$ cat src/ptf_map.vh
`ifndef PTF_MAP_VH
`define PTF_MAP_VH

// Register byte offsets
`define PTF_OFF_GEN_CTRL1 12'h000
`define PTF_OFF_GEN_CTRL2 12'h004
`define PTF_OFF_GEN_DST_LO 12'h008
`define PTF_OFF_GEN_SRC_LO 12'h00C
`define PTF_OFF_GEN_ADDR_HI 12'h010
`define PTF_OFF_GOOD_CNT 12'h014
`define PTF_OFF_BAD_CNT 12'h018
`define PTF_OFF_LOOP_CTRL 12'h01C
`define PTF_OFF_IRQ_STATUS 12'h020
`define PTF_OFF_IRQ_CLEAR 12'h024
`define PTF_OFF_IRQ_ENABLE 12'h028

// Generator control 1 fields
`define PTF_C1_ENABLE 0
`define PTF_C1_RUN 1
`define PTF_C1_DURATION 2
`define PTF_C1_BAD_FCS 3
`define PTF_C1_PATTERN_LSB 4
`define PTF_C1_PATTERN_MSB 11

// Generator control 2 fields
`define PTF_C2_SIZE_LSB 0
`define PTF_C2_SIZE_MSB 10
`define PTF_C2_GAP_LSB 16
`define PTF_C2_GAP_MSB 23

// Loopback control fields
`define PTF_LB_FAR 0
`define PTF_LB_NEAR 1
`define PTF_LB_CABLE 2
`define PTF_LB_NO_XOVER 3

// Good counter register fields
`define PTF_GC_ACTIVE 16

// Interrupt status bits
`define PTF_IRQ_GEN_DONE 0
`define PTF_IRQ_RX_GOOD 1
`define PTF_IRQ_RX_BAD 2
`define PTF_IRQ_WIDTH 3

// Reset values
`define PTF_RST_CTRL2 32'h000C_0040
`define PTF_RST_CTRL1 32'h0000_0000

// Counts
`define PTF_GOOD_MAX 14'h270F
`define PTF_BAD_MAX 8'hFF
`define PTF_FRAME_LIMIT 30000000
`define PTF_MIN_SIZE 11'h040

`endif

$ cat src/ptf_frame_gen.v
`timescale 1ns/1ps
`include "ptf_map.vh"

module ptf_frame_gen #(
    parameter FRAME_LIMIT = `PTF_FRAME_LIMIT
) (
    // Clock and reset
    input wire clk_sys,
    input wire rst,
    // Settings
    input wire run,
    input wire duration,
    input wire bad_fcs,
    input wire [7:0] pattern,
    input wire [10:0] size,
    input wire [7:0] gap,
    input wire [47:0] dst_addr,
    input wire [47:0] src_addr,
    input wire tx_step,
    // Byte stream
    output reg gen_valid,
    output reg [7:0] gen_data,
    output reg gen_err,
    output reg frame_done,
    output reg limit_hit
);
    localparam ST_IDLE = 3'b001;
    localparam ST_SEND = 3'b010;
    localparam ST_GAP = 3'b100;

    reg [2:0] state;
    reg [10:0] idx;
    reg [7:0] gap_cnt;
    reg [24:0] frames;
    wire [10:0] len;

    assign len = (size < `PTF_MIN_SIZE) ? `PTF_MIN_SIZE : size;

    // Header bytes then pattern payload
    function [7:0] frame_byte;
        input [10:0] i;
        input [47:0] d;
        input [47:0] s;
        input [7:0] p;
        begin
            if (i < 11'd6) begin
                frame_byte = d[8'd47 - {i[4:0], 3'b000} -: 8];
            end else if (i < 11'd12) begin
                frame_byte = s[8'd95 - {i[4:0], 3'b000} -: 8];
            end else begin
                frame_byte = p;
            end
        end
    endfunction

    always @(posedge clk_sys or posedge rst) begin
        if (rst) begin
            state <= ST_IDLE;
            idx <= 11'h000;
            gap_cnt <= 8'h00;
            frames <= 25'h0000000;
            gen_valid <= 1'b0;
            gen_data <= 8'h00;
            gen_err <= 1'b0;
            frame_done <= 1'b0;
            limit_hit <= 1'b0;
        end else begin
            frame_done <= 1'b0;
            limit_hit <= 1'b0;
            case (state)
                ST_IDLE: begin
                    gen_valid <= 1'b0;
                    frames <= 25'h0000000;
                    idx <= 11'h000;
                    if (run && !limit_hit) begin
                        state <= ST_SEND;
                    end
                end
                ST_SEND: begin
                    if (!run && idx == 11'h000) begin
                        state <= ST_IDLE;
                    end else if (tx_step) begin
                        gen_valid <= 1'b1;
                        gen_data <= frame_byte(idx, dst_addr, src_addr, pattern);
                        gen_err <= bad_fcs && (idx == len - 11'd1);
                        if (idx == len - 11'd1) begin
                            idx <= 11'h000;
                            gap_cnt <= gap;
                            frame_done <= 1'b1;
                            state <= ST_GAP;
                            if (!duration && frames == FRAME_LIMIT - 1) begin
                                limit_hit <= 1'b1;
                                state <= ST_IDLE;
                            end else begin
                                frames <= frames + 25'd1;
                            end
                        end else begin
                            idx <= idx + 11'd1;
                        end
                    end
                end
                ST_GAP: begin
                    if (tx_step) begin
                        gen_valid <= 1'b0;
                        gen_err <= 1'b0;
                        if (gap_cnt == 8'h00) begin
                            state <= run ? ST_SEND : ST_IDLE;
                        end else begin
                            gap_cnt <= gap_cnt - 8'd1;
                        end
                    end
                end
                default: begin
                    state <= ST_IDLE;
                end
            endcase
        end
    end
endmodule

$ cat src/ptf_test_top.v
// Register access over APB and the address map were decided locally.
`timescale 1ns/1ps
`include "ptf_map.vh"

// How it works
// Generator enable makes the generator the sole media transmit source, except in digital loopback, where nothing goes out.
// While generating, MAC transmit frames are dropped; receive path stays live.
// Writing run starts generated frames with the current settings.
// Addresses, size, gap, FCS, duration and pattern are configurable.
// With duration zero, run clears itself after thirty million frames.
// Generator works at 10, 100 and 1000 megabit line speeds.
// Good counter counts to 9999, then wraps to zero and continues.
// CRC-error counter saturates at 255.
// Any received frame sets the active flag; reading it clears it.
// Each received frame increments exactly one of the two counters.
// Reading a counter clears it to zero.
// Far-end loopback sends received media data back to the partner.
// Far-end loopback still feeds MAC receive; MAC transmit is ignored.
// Digital loopback returns MAC transmit to MAC receive; nothing goes out.
// Connector loopback works at all speeds using normal mode settings.
// Software sets cable loopback first, then disables crossover correction.
// A frame ending during a counter read is kept as the new count.
module ptf_test_top #(
    parameter FRAME_LIMIT = `PTF_FRAME_LIMIT
) (
    // Clock and reset
    input wire clk_sys,
    input wire rst,
    // APB slave
    input wire psel,
    input wire penable,
    input wire pwrite,
    input wire [11:0] paddr,
    input wire [31:0] pwdata,
    output reg [31:0] prdata,
    output wire pready,
    output wire pslverr,
    // Line speed: 00 ten, 01 hundred, 10 thousand
    input wire [1:0] speed,
    // MAC transmit side
    input wire mac_tx_en,
    input wire [7:0] mac_txd,
    input wire mac_tx_er,
    // MAC receive side
    output reg mac_rx_dv,
    output reg [7:0] mac_rxd,
    output reg mac_rx_er,
    // Media transmit side
    output reg med_tx_en,
    output reg [7:0] med_txd,
    output reg med_tx_er,
    // Media receive side
    input wire med_rx_dv,
    input wire [7:0] med_rxd,
    input wire med_rx_er,
    input wire med_rx_end,
    input wire med_rx_crc_ok,
    // Connector loopback controls
    output wire cable_loop_en,
    output wire xover_fix_off,
    // Interrupt
    output wire irq
);
    reg [31:0] ctrl1;
    reg [31:0] ctrl2;
    reg [31:0] dst_lo;
    reg [31:0] src_lo;
    reg [31:0] addr_hi;
    reg [3:0] loop_ctrl;
    reg [13:0] good_cnt;
    reg [7:0] bad_cnt;
    reg cnt_active;
    reg [`PTF_IRQ_WIDTH-1:0] irq_status;
    reg [`PTF_IRQ_WIDTH-1:0] irq_enable;
    reg [6:0] step_div;
    reg tx_step;
    wire gen_valid;
    wire [7:0] gen_data;
    wire gen_err;
    wire frame_done;
    wire limit_hit;
    wire gen_on;
    wire far_on;
    wire near_on;
    wire access;
    wire wr;
    wire rd;
    wire rx_good;
    wire rx_bad;
    wire rd_good;
    wire rd_bad;
    wire [`PTF_IRQ_WIDTH-1:0] irq_events;

    // Single-cycle slave; every address answers OKAY
    assign pready = 1'b1;
    assign pslverr = 1'b0;
    assign access = psel && penable;
    assign wr = access && pwrite;
    assign rd = access && !pwrite;
    assign rd_good = rd && paddr == `PTF_OFF_GOOD_CNT;
    assign rd_bad = rd && paddr == `PTF_OFF_BAD_CNT;

    assign gen_on = ctrl1[`PTF_C1_ENABLE];
    assign far_on = loop_ctrl[`PTF_LB_FAR];
    assign near_on = loop_ctrl[`PTF_LB_NEAR];
    assign cable_loop_en = loop_ctrl[`PTF_LB_CABLE];
    assign xover_fix_off = loop_ctrl[`PTF_LB_NO_XOVER];

    assign rx_good = med_rx_end && med_rx_crc_ok;
    assign rx_bad = med_rx_end && !med_rx_crc_ok;
    assign irq_events = {rx_bad, rx_good, limit_hit};
    assign irq = |(irq_status & irq_enable);

    // Byte pacing per line speed
    always @(posedge clk_sys or posedge rst) begin
        if (rst) begin
            step_div <= 7'h00;
            tx_step <= 1'b0;
        end else begin
            if (speed[1] || step_div == 7'h00) begin
                step_div <= (speed == 2'b00) ? 7'h63 : 7'h09;
                tx_step <= 1'b1;
            end else begin
                step_div <= step_div - 7'd1;
                tx_step <= 1'b0;
            end
        end
    end

    ptf_frame_gen #(
        .FRAME_LIMIT(FRAME_LIMIT)
    ) u_gen (
        .clk_sys(clk_sys),
        .rst(rst),
        .run(gen_on && ctrl1[`PTF_C1_RUN]),
        .duration(ctrl1[`PTF_C1_DURATION]),
        .bad_fcs(ctrl1[`PTF_C1_BAD_FCS]),
        .pattern(ctrl1[`PTF_C1_PATTERN_MSB:`PTF_C1_PATTERN_LSB]),
        .size(ctrl2[`PTF_C2_SIZE_MSB:`PTF_C2_SIZE_LSB]),
        .gap(ctrl2[`PTF_C2_GAP_MSB:`PTF_C2_GAP_LSB]),
        .dst_addr({addr_hi[15:0], dst_lo}),
        .src_addr({addr_hi[31:16], src_lo}),
        .tx_step(tx_step),
        .gen_valid(gen_valid),
        .gen_data(gen_data),
        .gen_err(gen_err),
        .frame_done(frame_done),
        .limit_hit(limit_hit)
    );

    // Register writes
    always @(posedge clk_sys or posedge rst) begin
        if (rst) begin
            ctrl1 <= `PTF_RST_CTRL1;
            ctrl2 <= `PTF_RST_CTRL2;
            dst_lo <= 32'h0000_0000;
            src_lo <= 32'h0000_0000;
            addr_hi <= 32'h0000_0000;
            loop_ctrl <= 4'h0;
            irq_enable <= {`PTF_IRQ_WIDTH{1'b0}};
        end else begin
            if (wr && paddr == `PTF_OFF_GEN_CTRL1) begin
                ctrl1 <= pwdata;
            end else if (wr && paddr == `PTF_OFF_GEN_CTRL2) begin
                ctrl2 <= pwdata;
            end else if (wr && paddr == `PTF_OFF_GEN_DST_LO) begin
                dst_lo <= pwdata;
            end else if (wr && paddr == `PTF_OFF_GEN_SRC_LO) begin
                src_lo <= pwdata;
            end else if (wr && paddr == `PTF_OFF_GEN_ADDR_HI) begin
                addr_hi <= pwdata;
            end else if (wr && paddr == `PTF_OFF_LOOP_CTRL) begin
                loop_ctrl <= pwdata[3:0];
            end else if (wr && paddr == `PTF_OFF_IRQ_ENABLE) begin
                irq_enable <= pwdata[`PTF_IRQ_WIDTH-1:0];
            end
            if (limit_hit) begin
                ctrl1[`PTF_C1_RUN] <= 1'b0;
            end
        end
    end

    // Receive counters and sticky status
    always @(posedge clk_sys or posedge rst) begin
        if (rst) begin
            good_cnt <= 14'h0000;
            bad_cnt <= 8'h00;
            cnt_active <= 1'b0;
            irq_status <= {`PTF_IRQ_WIDTH{1'b0}};
        end else begin
            if (rx_good) begin
                if (rd_good) begin
                    good_cnt <= 14'h0001;
                end else if (good_cnt == `PTF_GOOD_MAX) begin
                    good_cnt <= 14'h0000;
                end else begin
                    good_cnt <= good_cnt + 14'd1;
                end
            end else if (rd_good) begin
                good_cnt <= 14'h0000;
            end
            if (rx_bad) begin
                if (rd_bad) begin
                    bad_cnt <= 8'h01;
                end else if (bad_cnt != `PTF_BAD_MAX) begin
                    bad_cnt <= bad_cnt + 8'd1;
                end
            end else if (rd_bad) begin
                bad_cnt <= 8'h00;
            end
            if (med_rx_end) begin
                cnt_active <= 1'b1;
            end else if (rd_good) begin
                cnt_active <= 1'b0;
            end
            if (wr && paddr == `PTF_OFF_IRQ_CLEAR) begin
                irq_status <= (irq_status & ~pwdata[`PTF_IRQ_WIDTH-1:0]) | irq_events;
            end else begin
                irq_status <= irq_status | irq_events;
            end
        end
    end

    // Read data
    always @* begin
        prdata = 32'h0000_0000;
        if (paddr == `PTF_OFF_GEN_CTRL1) begin
            prdata = ctrl1;
        end else if (paddr == `PTF_OFF_GEN_CTRL2) begin
            prdata = ctrl2;
        end else if (paddr == `PTF_OFF_GEN_DST_LO) begin
            prdata = dst_lo;
        end else if (paddr == `PTF_OFF_GEN_SRC_LO) begin
            prdata = src_lo;
        end else if (paddr == `PTF_OFF_GEN_ADDR_HI) begin
            prdata = addr_hi;
        end else if (paddr == `PTF_OFF_GOOD_CNT) begin
            prdata = {15'h000, cnt_active, 2'b00, good_cnt};
        end else if (paddr == `PTF_OFF_BAD_CNT) begin
            prdata = {24'h000000, bad_cnt};
        end else if (paddr == `PTF_OFF_LOOP_CTRL) begin
            prdata = {28'h0000000, loop_ctrl};
        end else if (paddr == `PTF_OFF_IRQ_STATUS) begin
            prdata = {29'h0000000, irq_status};
        end else if (paddr == `PTF_OFF_IRQ_ENABLE) begin
            prdata = {29'h0000000, irq_enable};
        end
    end

    // Data path steering
    always @(posedge clk_sys or posedge rst) begin
        if (rst) begin
            med_tx_en <= 1'b0;
            med_txd <= 8'h00;
            med_tx_er <= 1'b0;
            mac_rx_dv <= 1'b0;
            mac_rxd <= 8'h00;
            mac_rx_er <= 1'b0;
        end else begin
            if (near_on) begin
                med_tx_en <= 1'b0;
                med_txd <= 8'h00;
                med_tx_er <= 1'b0;
                mac_rx_dv <= mac_tx_en;
                mac_rxd <= mac_txd;
                mac_rx_er <= mac_tx_er;
            end else begin
                if (gen_on) begin
                    med_tx_en <= gen_valid;
                    med_txd <= gen_data;
                    med_tx_er <= gen_err;
                end else if (far_on) begin
                    med_tx_en <= med_rx_dv;
                    med_txd <= med_rxd;
                    med_tx_er <= med_rx_er;
                end else begin
                    med_tx_en <= mac_tx_en;
                    med_txd <= mac_txd;
                    med_tx_er <= mac_tx_er;
                end
                mac_rx_dv <= med_rx_dv;
                mac_rxd <= med_rxd;
                mac_rx_er <= med_rx_er;
            end
        end
    end
endmodule

$ cat config.mk
export PLATFORM = sky130hd
export DESIGN_NAME = ptf_test_top
export DESIGN_NICKNAME = d
export VERILOG_FILES = /design/src/ptf_frame_gen.v /design/src/ptf_test_top.v
export VERILOG_INCLUDE_DIRS = /design/src
export SDC_FILE = /design/constraint.sdc
export NUM_CORES = 1
export LEC_CHECK = 0
export BUFFER_PORTS_ARGS = -buffer_cell sky130_fd_sc_hd__buf_2
export CELL_PAD_IN_SITES_DETAIL_PLACEMENT = 1
export CELL_PAD_IN_SITES_GLOBAL_PLACEMENT = 1
export CORE_MARGIN = 1.5
export CORE_UTILIZATION = 30
export CTS_BUF_LIST = sky130_fd_sc_hd__clkbuf_8
export DETAILED_ROUTE_END_ITERATION = 10
export HOLD_SLACK_MARGIN = 0.08
export PLACE_DENSITY = 0.52
export SLEW_MARGIN = 0
export SYNTH_ARGS = -nofsm -noshare
export SYNTH_HDL_FRONTEND = slang
export SYNTH_SLANG_ARGS = --single-unit
$ cat constraint.sdc
create_clock -name clk_sys -period 9.2 [get_ports clk_sys]
set_input_delay 0.46 -clock clk_sys [delete_from_list [all_inputs] [get_ports clk_sys]]
set_output_delay 0.46 -clock clk_sys [all_outputs]
set_load 0.01 [all_outputs]
==> results.md <==
* Crit-path max FO at 12
* Worst R2R End: u_gen.frames[16]
* PortBufs at 127
* Peak supply drop at 0.09297 mV
* Reg2Reg Depth at 12
* Mapped cell area at 14,590 µm²
* Initial antenna violation count at 2
* Clk Latency, worst-skew pair at 0.66 ns
* Async SR Flop Fraction at 1.000
* Most used flip-flop cell after synthesis: dfrtp_1
* DIE AREA at 49,960 µm²
* # rows at 80
* Syn Nets at 1,440
* Diode count at 0
* Stages on worst setup path at 12
* # fillers at 5,320
* I/O pin total at 130
* Dominant cells by area after synthesis: dfrtp_1, mux2_2, nand2_1
* Dpl hpwl at 34.25 mm
* Max-Cap Viols at 0
* Clock buffer count from CTS at 54
* Max incr delay on CP at 0.93 ns
* Setup TNS at 0 ns
* DR DRC count at 0
* Leading area contributor after synthesis: dfrtp_1
* HP Start: pwdata[21]
* Gr usage total at 0.2045
* Worst setup SP type: register
* Ratio of cells with drive above 1 in the final layout at 0.2955
* Final nets at 1,602
* Routed len/inst at 23.20 µm
* CP Buf/Inv Count at 0
* First-pass GRT wire length at 78.23 mm
* # clock sinks at 279
* Final setup fails at 0
* Worst path cell trace: nor3_1, nand2_1, nand2_1, ha_1, or3b_2, or4b_2, nand3_1, nor3_1, a41oi_1, nor3b_1, xnor2_1, nor2_1
* RSZ-0062 raised after global routing: false
* Drt first pass iters at 5
* Synth-to-layout area growth at 18.94%
* Clock Power Share at 0.486
* Worst-path clk slew at 0.06 ns
* EDFF count, synth at 0
* Reg power frac at 0.465
* Fin area at 17,350 µm²
* Flip-flop and latch area at 6988 µm²
* Yosys cell types at 79
* Setup Skew at 0.03980 ns
* Required time worst endpoint at 9.72 ns
* Ys Warns at 0
* Pleak at 7.961 nW
* Final cell count without fillers at 2,175
* Pins Over Slew Limit at 0
* Pre-CTS worst setup slack at 4.571 ns
* Flop and latch count out of synthesis at 279
* Reg2reg start: ctrl2[8]
* DR vias/cell at 5.434
* Antenna viol nets, final at 0
* Final WL at 50.47 mm
* Setup CP Type: reg -> reg
* Worst hold stages at 2
* Critical Path End Type: register
* Hold endpoint: ctrl2[21]
* Pwr dens at 157.0 nW/µm²
* Avg Inst Size Synth at 10.78 µm²
* P_sw at 0.6834 mW
* Worst slew pin tran at 1.125 ns
* Area of the multi-input gates at 7232 µm²
* Crit path arrival time at 5.21 ns
* Tcrit/Tclk final at 0.5093
* Critical path's top delay family: simple AND/OR/NAND/NOR gates
* Placed cell count at 2,040
* Outcome: completed
* Min Tclk post-route at 4.686 ns
* CTS root buf: clkbuf_8
* CTS tree: done
* Core ar. at 47,850 µm²
* H-tree levels at 2
* Worst slew margin at 0.2402
* PostCTS Resize Cnt at 0
* Vias in the first global route at 12.59k
* Share of Yosys cell area claimed by the top area cell type at 0.4717
* Fmax at 0.2134 GHz
* GP Congestion at 0.8261
* Starting density of the core at 0.3049
* Post-synthesis sequential area ratio at 0.4789
* Final Worst Setup Slack at 4.514 ns
* Post-Synthesis Cells at 1,353
* R2R setup slack at 4.51 ns
* Int Power at 2.041 mW
* Vias at 11.82k
* GRT overflow at 0
* Placed Area at 15,850 µm²
* Min-Delay Path Class: in -> reg
* Comb pwr share at 0.048
* Clk buf depth at 3
* Switch share at 0.2509
* Die Wd at 223.5 µm
* Final hold vios at 0
* Crit-path slowest cell: a41oi_1
* Pin count of the biggest net entering global routing at 74
* Starting DRT DRC Count at 659
* Die Y at 223.5 µm
sequential cells by signal (all words and copies together), names as in the netlist, 3 cells and up:
register	flops
addr_hi	32
ctrl1	32
ctrl2	32
dst_lo	32
src_lo	32
u_gen.frames	25
good_cnt	14
u_gen.idx	11
bad_cnt	8
mac_rxd	8
med_txd	8
u_gen.gap_cnt	8
u_gen.gen_data	8
step_div	7
loop_ctrl	4
irq_enable	3
irq_status	3
u_gen.state	3
timing repair:
item / CTS / global route
endpoints found under the setup margin: 0 / 0
hold buffers: 34 / 0
setup buffers: 0 / 0
endpoints found under the hold margin: 134 / 0
Yosys cell counts, types with 4 or more instances:
cell and instances:
a22oi_1 58, and2_1 10, nor2_1 96, nand2b_1 10
nor3b_1 8, ha_1 14, a22o_1 4, inv_1 18
buf_1 20, a21o_1 5, o22ai_1 7, and3_1 16
mux2i_1 20, dfrtp_1 275, buf_6 5, xor2_1 14
nand4_1 14, nor3_1 26, mux4_2 16, nand2_1 128
or4_1 15, a222oi_1 25, nand3_1 38, nor2b_1 10
o21ai_0 85, and4_1 4, o211ai_1 7, clkbuf_1 44
or3_1 10, o31ai_1 14, nor4_1 14, a31oi_1 7
or2_2 4, xnor2_1 19, mux2_2 184, a21oi_1 39
dfstp_2 4
per-layer routing:
metal  share of wire  vias up  track usage
li1                -     5389            -
met1            0.45     6142       0.2682
met2            0.49      206       0.3417
met3           0.034       82      0.02990
met4           0.031        0      0.07607
met5               0        -            0
power groups by stage:
stage / Clock, mW / Combinational [mW] / Sequential (mW)
after floorplan: 0 / 0.0640 / 1.28
after global placement: 0 / 0.122 / 1.29
after detailed placement: 0 / 0.124 / 1.29
after CTS: 1.37 / 0.136 / 1.27
after global routing: 1.43 / 0.149 / 1.27
final: 1.33 / 0.131 / 1.27
worst max path at each step:
stage / end / startpoint
floorplan: addr_hi[0] / rst
global placement: u_gen.frames[16] / ctrl2[8]
detailed placement: u_gen.frames[12] / ctrl2[8]
CTS: u_gen.frames[12] / ctrl2[8]
global route: u_gen.frames[16] / ctrl2[8]
finish: u_gen.frames[16] / ctrl2[8]
layout by cell type, fill, tap and decap left out, types with 16 or more instances in the layout:
cell type	netlist	layout
clkbuf_8	0	74
nor2_1	96	93
a22oi_1	58	58
o21ai_0	85	85
mux4_2	16	16
xnor2_1	19	19
dfrtp_1	275	274
mux2i_1	20	20
nor3_1	26	25
buf_2	2	127
nand2_1	128	127
and3_1	16	16
nand3_1	38	38
inv_1	18	34
dlygate4sd3_1	0	34
a21oi_1	39	39
mux2_2	184	184
buf_4	3	19
a222oi_1	25	25
per-stage QoR:
| stage | power (mW) | hold slack [ns] | util |
|---|---|---|---|
| 6_report | 2.724 | 0.1286 | 0.3627 |
| 5_1_grt | 2.845 | 0.09684 | 0.3627 |
| 4_1_cts | 2.773 | 0.08266 | 0.3627 |
| 3_5_place_dp | 1.413 | 0.4680 | 0.3312 |
| 3_3_place_gp | 1.411 | 0.4661 | 0.3312 |
| 2_1_floorplan | 1.349 | 0.4177 | - |
layout make-up:
cell class,count,area share
clock buffers,74,0.05870
clock inverters,27,0.008437
inverters,19,0.004543
multi-input cells,981,0.4168
flip-flops and latches,279,0.4027
well taps,615,0.04435
repair buffers,180,0.06446
kinds of logic after synthesis:
kind of cell             share of synthesized area
XOR/XNOR                                   0.01981
flip-flops                                  0.4789
buffers and inverters                      0.02744
AO/OA/AOI/OAI                               0.1343
other                                    0.0005148
AND/OR/NAND/NOR                             0.1466
adder cells (fa/ha/maj)                    0.01201
multiplexers                                0.1804
No activity file was read; power rests on OpenSTA's default activity.
